<file path="src/include/tvws_pkg.sv">
/*
 * tvws_pkg: register indices, field positions, reset values and scaling
 * constants of the tv-output control and video window scale block.
 * assumes: an 8-bit indexed host port; dot clock is the only clock.
 */
package tvws_pkg;

	// ---------------------------------------------------------------
	// register indices
	// ---------------------------------------------------------------
	localparam logic [7:0] TVWS_IDX_TV_OUTPUT_CONTROL      = 8'h30;
	localparam logic [7:0] TVWS_IDX_WINDOW_HSCALE_COEF_LOW = 8'h31;
	localparam logic [7:0] TVWS_IDX_WINDOW_VSCALE_COEF_LOW = 8'h32;

	// ---------------------------------------------------------------
	// reset values and masks
	// ---------------------------------------------------------------
	localparam logic [7:0] TVWS_RST_TV_OUTPUT_CONTROL = 8'h00;
	localparam logic [7:0] TVWS_RST_COEF_LOW          = 8'h00;
	localparam logic [7:0] TVWS_CTRL_RD_MASK          = 8'hbf;
	localparam logic [7:0] TVWS_RD_UNMAPPED           = 8'h00;

	// ---------------------------------------------------------------
	// control field layout
	// ---------------------------------------------------------------
	typedef struct packed {
		logic       aux_level;
		logic       reserved;
		logic [1:0] htotal_delay;
		logic       tv_enable;
		logic       ntsc_select;
		logic [1:0] composite_sync_out_delay;
	} tvws_ctrl_t;

	// split of the extension byte carrying the coefficient high nibbles
	localparam int TVWS_HI_H_LSB = 0;
	localparam int TVWS_HI_V_LSB = 4;
	localparam int TVWS_HI_W     = 4;

	// ---------------------------------------------------------------
	// delay lines and scaling
	// ---------------------------------------------------------------
	localparam int          TVWS_DLY_STEP  = 2;
	localparam int          TVWS_DLY_MAX   = 6;
	localparam int          TVWS_COEF_W    = 12;
	localparam logic [12:0] TVWS_UNITY_STEP = 13'h1000;
	localparam logic [11:0] TVWS_COEF_ZERO  = 12'h000;
	localparam logic [11:0] TVWS_COEF_4X    = 12'h400;
	localparam int          TVWS_4X_GAP     = 3;

endpackage : tvws_pkg

</file>
<file path="src/hdl/tvws_ctrl.sv">
/*
 * tvws_ctrl: tv-output side-band pins, horizontal total and composite
 * sync delay lines, and window up-scaling steppers with horizontal interpolation.
 * assumes: clk is the dot clock; host index port and all timing inputs
 * are synchronous to it; the coefficient high byte and the power
 * override bit live in registers outside this block.
 */
// Behaviour
// aux level pin follows control bit 7.
// horizontal total delayed 0, 2, 4 or 6 dot clocks by bits 5:4.
// tv output disabled: power-on, standard and sync outputs low.
// tv output enabled: power-on high, sync generated for chosen standard.
// power override set: power-on pin no longer follows enable bit.
// standard bit 0 gives pal and low pin, 1 ntsc and high pin.
// standard bit ignored while tv output disabled.
// composite sync delayed 0, 2, 4 or 6 dot clocks by bits 1:0.
// horizontal coefficient is high nibble bits 3:0 over low register.
// horizontal enlargement is 4096 over coefficient, 1x to 4x.
// horizontal coefficient zero means no horizontal enlargement.
// horizontal enlargement interpolates extra pixels, window grows wider.
// vertical coefficient is high nibble bits 7:4 over low register.
// vertical enlargement is 4096 over coefficient.
// vertical coefficient zero means unscaled vertical output.
// vertical enlargement repeats scanlines, window height stays fixed.
// software keeps nonzero coefficients within 1024 to 4095.
`timescale 1ns/1ps

module tvws_ctrl
	import tvws_pkg::*;
#(
	parameter int PIX_W = 8
)
(
	// clock and reset
	input  wire logic             clk,
	input  wire logic             nrst,
	// host index port
	input  wire logic [7:0]       reg_index,
	input  wire logic             reg_wr,
	input  wire logic             reg_rd,
	input  wire logic [7:0]       reg_wdata,
	output logic      [7:0]       reg_rdata,
	// neighbouring extension registers
	input  wire logic [7:0]       window_scale_coef_high,
	input  wire logic             power_override,
	input  wire logic             power_override_level,
	// raw timing from the sync generator
	input  wire logic             htotal_in,
	input  wire logic             composite_sync_out_pal_in,
	input  wire logic             composite_sync_out_ntsc_in,
	// tv encoder side-band pins
	output logic                  aux_level_pin,
	output logic                  encoder_power_on,
	output logic                  tv_standard_pin,
	output logic                  composite_sync_out,
	output logic                  htotal_out,
	// horizontal scaler
	input  wire logic             pix_en,
	input  wire logic [PIX_W-1:0] src_pix_a,
	input  wire logic [PIX_W-1:0] src_pix_b,
	output logic                  src_pix_advance,
	output logic      [PIX_W-1:0] video_window_pix,
	// vertical scaler
	input  wire logic             frame_start,
	input  wire logic             line_start,
	output logic                  src_line_advance
);

	// ---------------------------------------------------------------
	// registers
	// ---------------------------------------------------------------
	tvws_ctrl_t        ctrl_ff;
	logic [7:0]        hlow_ff;
	logic [7:0]        vlow_ff;
	logic [7:0]        rdata_ff;
	logic [TVWS_DLY_MAX-1:0] ht_sr_ff;
	logic [TVWS_DLY_MAX-1:0] cs_sr_ff;
	logic              ht_out_ff;
	logic              cs_out_ff;
	logic [TVWS_COEF_W-1:0] hacc_ff;
	logic [TVWS_COEF_W-1:0] vacc_ff;
	logic [PIX_W-1:0]  pix_ff;

	// ---------------------------------------------------------------
	// index decode and read mux
	// ---------------------------------------------------------------
	wire logic  sel_ctrl = reg_index == TVWS_IDX_TV_OUTPUT_CONTROL;
	wire logic  sel_h    = reg_index == TVWS_IDX_WINDOW_HSCALE_COEF_LOW;
	wire logic  sel_v    = reg_index == TVWS_IDX_WINDOW_VSCALE_COEF_LOW;
	wire logic [7:0] nxt_rdata = sel_ctrl ? (ctrl_ff & TVWS_CTRL_RD_MASK) :
	                             sel_h    ? hlow_ff :
	                             sel_v    ? vlow_ff : TVWS_RD_UNMAPPED;

	always_ff @(posedge clk or negedge nrst)
	begin
		if (!nrst)
		begin
			ctrl_ff  <= TVWS_RST_TV_OUTPUT_CONTROL;
			hlow_ff  <= TVWS_RST_COEF_LOW;
			vlow_ff  <= TVWS_RST_COEF_LOW;
			rdata_ff <= TVWS_RD_UNMAPPED;
		end
		else
		begin
			if (reg_wr && sel_ctrl)
				ctrl_ff <= reg_wdata & TVWS_CTRL_RD_MASK;
			if (reg_wr && sel_h)
				hlow_ff <= reg_wdata;
			if (reg_wr && sel_v)
				vlow_ff <= reg_wdata;
			if (reg_rd)
				rdata_ff <= nxt_rdata;
		end
	end

	assign reg_rdata = rdata_ff;

	// ---------------------------------------------------------------
	// side-band pins
	// ---------------------------------------------------------------
	assign aux_level_pin    = ctrl_ff.aux_level;
	// override hands the pin to the power sequencer level
	assign encoder_power_on = power_override ? power_override_level
	                                         : ctrl_ff.tv_enable;   // see
	assign tv_standard_pin  = ctrl_ff.tv_enable & ctrl_ff.ntsc_select; // see

	// ---------------------------------------------------------------
	// delay lines: tap 0 is the input itself, then every second stage
	// ---------------------------------------------------------------
	wire logic cs_src = ctrl_ff.ntsc_select ? composite_sync_out_ntsc_in : composite_sync_out_pal_in;
	wire logic [TVWS_DLY_MAX:0] ht_taps = {ht_sr_ff, htotal_in};
	wire logic [TVWS_DLY_MAX:0] cs_taps = {cs_sr_ff, cs_src};
	wire logic [2:0] ht_tap_sel = 3'(ctrl_ff.htotal_delay * TVWS_DLY_STEP);
	wire logic [2:0] cs_tap_sel = 3'(ctrl_ff.composite_sync_out_delay * TVWS_DLY_STEP);

	always_ff @(posedge clk or negedge nrst)
	begin
		if (!nrst)
		begin
			ht_sr_ff  <= '0;
			cs_sr_ff  <= '0;
			ht_out_ff <= 1'b0;
			cs_out_ff <= 1'b0;
		end
		else
		begin
			ht_sr_ff  <= ht_taps[TVWS_DLY_MAX-1:0];
			cs_sr_ff  <= cs_taps[TVWS_DLY_MAX-1:0];
			ht_out_ff <= ht_taps[ht_tap_sel];
			cs_out_ff <= ctrl_ff.tv_enable & cs_taps[cs_tap_sel]; // see see
		end
	end

	assign htotal_out         = ht_out_ff;
	assign composite_sync_out = cs_out_ff;

	// ---------------------------------------------------------------
	// coefficients: zero stands for a full unity step
	// ---------------------------------------------------------------
	wire logic [TVWS_COEF_W-1:0] hcoef =
		{window_scale_coef_high[TVWS_HI_H_LSB +: TVWS_HI_W], hlow_ff};
	wire logic [TVWS_COEF_W-1:0] vcoef =
		{window_scale_coef_high[TVWS_HI_V_LSB +: TVWS_HI_W], vlow_ff};
	wire logic [12:0] hstep = (hcoef == TVWS_COEF_ZERO) ? TVWS_UNITY_STEP : {1'b0, hcoef};
	wire logic [12:0] vstep = (vcoef == TVWS_COEF_ZERO) ? TVWS_UNITY_STEP : {1'b0, vcoef};

	// ---------------------------------------------------------------
	// horizontal stepper and interpolator
	// ---------------------------------------------------------------
	// a source pixel is consumed each time the phase wraps 4096
	wire logic [12:0] hsum = {1'b0, hacc_ff} + hstep;
	assign src_pix_advance = pix_en & hsum[TVWS_COEF_W];

	// weighted blend of the two neighbours by the current phase
	wire logic [12:0] wa = TVWS_UNITY_STEP - {1'b0, hacc_ff};
	wire logic [PIX_W+12:0] blend = (PIX_W+13)'(src_pix_a * wa) + (PIX_W+13)'(src_pix_b * hacc_ff);
	wire logic [PIX_W-1:0] nxt_pix = blend[TVWS_COEF_W +: PIX_W];

	always_ff @(posedge clk or negedge nrst)
	begin
		if (!nrst)
		begin
			hacc_ff <= '0;
			pix_ff  <= '0;
		end
		else if (line_start)
			hacc_ff <= '0;
		else if (pix_en)
		begin
			hacc_ff <= hsum[TVWS_COEF_W-1:0];
			pix_ff  <= nxt_pix;
		end
	end

	assign video_window_pix = pix_ff;

	// ---------------------------------------------------------------
	// vertical stepper: lines are repeated, the height is not changed
	// ---------------------------------------------------------------
	wire logic [12:0] vsum = {1'b0, vacc_ff} + vstep;
	assign src_line_advance = line_start & vsum[TVWS_COEF_W];

	always_ff @(posedge clk or negedge nrst)
	begin
		if (!nrst)
			vacc_ff <= '0;
		else if (frame_start)
			vacc_ff <= '0;
		else if (line_start)
			vacc_ff <= vsum[TVWS_COEF_W-1:0];
	end

	// ---------------------------------------------------------------
	// checks
	// ---------------------------------------------------------------
	logic [2:0] hgap_ff;
	always_ff @(posedge clk or negedge nrst)
	begin
		if (!nrst)
			hgap_ff <= '0;
		else if (line_start || src_pix_advance)
			hgap_ff <= '0;
		else if (pix_en)
			hgap_ff <= hgap_ff + 3'h1;
	end

	// coefficient that gives an exact 2x enlargement
	localparam logic [TVWS_COEF_W-1:0] TVWS_COEF_2X = TVWS_COEF_4X << 1;
endmodule : tvws_ctrl

</file>
<file path="config.mk">
export PLATFORM = sky130hd
export DESIGN_NAME = tvws_ctrl
export DESIGN_NICKNAME = d
export VERILOG_FILES = /design/src/include/tvws_pkg.sv /design/src/hdl/tvws_ctrl.sv
export SDC_FILE = /design/constraint.sdc
export NUM_CORES = 1
export LEC_CHECK = 0
export BUFFER_PORTS_ARGS = -buffer_cell sky130_fd_sc_hd__buf_2
export CORE_ASPECT_RATIO = 0.75
export CORE_MARGIN = 5
export CORE_UTILIZATION = 31
export DETAILED_ROUTE_END_ITERATION = 8
export GPL_TIMING_DRIVEN = 0
export PLACE_DENSITY = 0.56
export SLEW_MARGIN = 30
export SYNTH_ARGS = -nofsm -noshare
export SYNTH_HDL_FRONTEND = slang
export SYNTH_SLANG_ARGS = --single-unit
</file>
<file path="constraint.sdc">
create_clock -name clk -period 7.45 [get_ports clk]
set_clock_uncertainty 0.1 [all_clocks]
set_input_delay 1.49 -clock clk [delete_from_list [all_inputs] [get_ports clk]]
set_output_delay 1.49 -clock clk [all_outputs]
set_load 0.03 [all_outputs]
</file>
==> metrics.md <==
| Metric | Value |
|---|---|
| Status | `complete, no violations` |
| Final setup vio count | `0` |
| Core area | `33,380 µm²` |
| Delay of the slowest critical-path stage | `0.55 ns` |
| Final period util | `0.9560` |
| Fin util | `0.3602` |
| Register Area | `1929 µm²` |
| First-pass GRT wire length | `43.33 mm` |
| Pin count of the biggest net entering global routing | `59` |
| Placer Congestion | `0.8235` |
| Layout cell share with drive strength beyond 1 | `0.1426` |
| Die area | `37,440 µm²` |
| # nets final | `1,493` |
| Mean post-synth cell area | `9.471 µm²` |
| Drt first pass iters | `7` |
| Fillers | `3,456` |
| Seq cells post-synth | `77` |
| Grt ovf | `0` |
| Adder-cell share of the synthesized area | `0.4101` |
| Routed Antenna Nets | `0` |
| CTS hold repair buffers | `0` |
| Post-Syn Instances | `1,101` |
| Post-Syn Area | `10,430 µm²` |
| Synthesized Nets | `1,400` |
| Crit Path Max Fanout | `4` |
| Final WL | `25.67 mm` |
| Critical setup path kind | `flop to flop` |
| Buffers added on ports | `68` |
| Post-Synth XOR/XNOR Area | `0.03528` |
| Die width | `221.8 µm` |
| Root Driver | `clkbuf_16` |
| Post-synth ARST share | `1.000` |
| Clock Sinks | `77` |
| Worst-path clk slew | `0.07 ns` |
| Starting Density | `0.3124` |
| Compound-gate portion of the synthesized area | `0.06240` |
| Slowest stage cell, crit path | `fa_1` |
| Post-synth top cells | `inv_1, fa_1, and2_1` |
| Hold Startpoint | `cs_sr_ff[4]` |
| Worst Path Arrival | `7.24 ns` |
| Vias in the first global route | `7,984` |
| # IOs | `75` |
| Top cell type's share of synthesized area | `0.3033` |
| Final hold slack | `0.2488 ns` |
| # DRC | `0` |
| Slew HR | `0.3630` |
| Slew @ Worst Pin | `0.9487 ns` |
| DR WL/cell | `15.56 µm` |
| Final worst slack | `0.3281 ns` |
| Hold Path Cell Cnt | `0` |
| MaxCap Viol Count | `0` |
| Longest Clk Path Bufs | `2` |
| Pwr/cell area | `250.6 nW/µm²` |
| Most frequent cell after synthesis | `inv_1` |
| Post-DP Area | `11,380 µm²` |
| Antenna diodes | `0` |
| Area taken by multi-input logic gates | `7715 µm²` |
| Crit start category | `flop` |
| Register-to-register setup slack | `0.33 ns` |
| Reg-to-Reg End | `video_window_pix[6]` |
| Setup TNS | `0 ns` |
| P_leak | `5.960 nW` |
| H-tree levels | `3` |
| Seq/Total Area, Yosys | `0.1848` |
| Clk_lat worst skew | `0.36 ns` |
| Largest family of logic cells by synthesized area | `adder cells` |
| Max Fclk | `140.4 MHz` |
| Mux contribution to synthesized area | `0.05388` |
| Vias | `7,536` |
| CTS tree | `built` |
| Core Rows | `58` |
| Reg2reg path depth | `28` |
| Cell taking the most area after synthesis | `fa_1` |
| Place WS | `-0.9679 ns` |
| Period minus WS final | `7.122 ns` |
| Hpwl dp | `21.43 mm` |
| Routed vias/inst | `4.570` |
| CP Data Required Time | `7.56 ns` |
| TritonCTS buffer count | `9` |
| Design area | `12,020 µm²` |
| Worst hold path type | `flop to flop` |
| Setup crit end kind | `flop` |
| Initial DRC Count | `341` |
| Worst r2r src | `hacc_ff[0]` |
| Most frequent CP cell | `fa_1` |
| Number of failing hold endpoints at the final stage | `0` |
| Die Y | `168.8 µm` |
| EDFF count, synth | `0` |
| Initial antenna violation count | `2` |
| Simple-gate share of the synthesized area | `0.1583` |
| Worst Hold End | `cs_sr_ff[5]` |
| Worst vdd ir | `0.3675 mV` |
| Synthesis-to-layout area growth | `15.31%` |
| Ranking of synthesized cells by area | `fa_1, dfrtp_1, ha_1, inv_1, and2_1` |
| Max Slew Vio Count | `0` |
| Post-synth top flop | `dfrtp_1` |
| Yosys warns | `0` |
| Total GRT Usage | `0.1439` |
| Post-synth cell types | `52` |
[layout by cell type (no fill, tap or decap), types with 4 or more instances in the layout]
cell and n:
inv_1 199, fa_1 158, and2_1 112, nand2_1 104, ha_1 85, dfrtp_1 75
buf_2 68, clkbuf_1 52, nor2_1 45, mux2_2 25, xnor2_1 24, a21oi_1 22
mux2i_1 22, buf_4 17, o21ai_0 14, nand3_1 13, nor3_1 10, a21o_1 9
xor2_1 9, o22ai_1 9, clkbuf_16 9, nor4_1 8, xnor2_2 7, a211oi_1 7
nand2b_1 6, or3_1 5, o21bai_1 5, buf_6 4, a31oi_1 4, nor2b_1 4
[cells by family (layout without fill, tap and decap cells)]
family,count (synthesis),after routing
buffers and inverters,264,362
flip-flops,77,77
multiplexers,50,50
AO/OA/AOI/OAI,95,95
adder cells (fa/ha/maj),247,247
XOR/XNOR,42,42
AND/OR/NAND/NOR,326,326
[worst max-delay path by stage]
stage,from,end
after detailed placement,hacc_ff[0],video_window_pix[6]
after global routing,hacc_ff[1],video_window_pix[6]
after floorplan,hacc_ff[0],video_window_pix[6]
after CTS,hacc_ff[0],video_window_pix[6]
final,hacc_ff[0],video_window_pix[6]
after global placement,hacc_ff[0],video_window_pix[6]
[flip-flops by register name (all words and copies together) (netlist names)]
signal and cells:
aux_level_pin 1, ht_sr_ff 6, composite_sync_out 1, vlow_ff 8, ctrl_ff 6, reg_rdata 8, video_window_pix 8, hacc_ff 12
htotal_out 1, cs_sr_ff 6, vacc_ff 12, hlow_ff 8
[per-layer routing]
layer	vias to the layer above	global-route usage	wire, µm
li1	3612	-	-
met2	127	0.2107	11110
met4	4	0.02036	179
met3	20	0.02705	1036
met5	-	0	25
met1	3773	0.2259	13310
[area by class of cell]
type                    count  area share
multi-input cells         760      0.6416
flip-flops and latches     77      0.1605
inverters                 202     0.06306
well taps                 450     0.04683
repair buffers             88     0.04360
plain buffers              56     0.02008
clock buffers               9     0.01873
clock inverters             7    0.005619
[power by group]
part / switching (W) / internal, W
clock network: 0.000206 / 0.000233
logic: 0.00117 / 0.000915
registers: 0.0000273 / 0.000460
total: 0.00141 / 0.00161
[critical path, delay by kind of cell (launching register included)]
kind	cells	cell delay (ns)
AND/OR/NAND/NOR	4	0.72
XOR/XNOR	2	0.32
buffers and inverters	9	1.02
flip-flops	1	0.46
AO/OA/AOI/OAI	5	0.99
adder cells (fa/ha/maj)	8	3.34
[repair_timing]
item,4_1_cts,5_1_grt
buffers inserted,12,7
setup endpoints to repair,8,5
endpoints found under the hold margin,0,0
gates cloned,0,0
gates resized for setup,13,36
pin swaps,4,26
[stage by stage]
step,total power (W),std cells
final,0.003014,1649
after CTS,0.003007,1648
after global placement,0.002455,1619
after global routing,0.003411,1649
after floorplan,0.002002,1101
after detailed placement,0.002498,1620
Note: power is estimated with default switching activity, not from simulation.
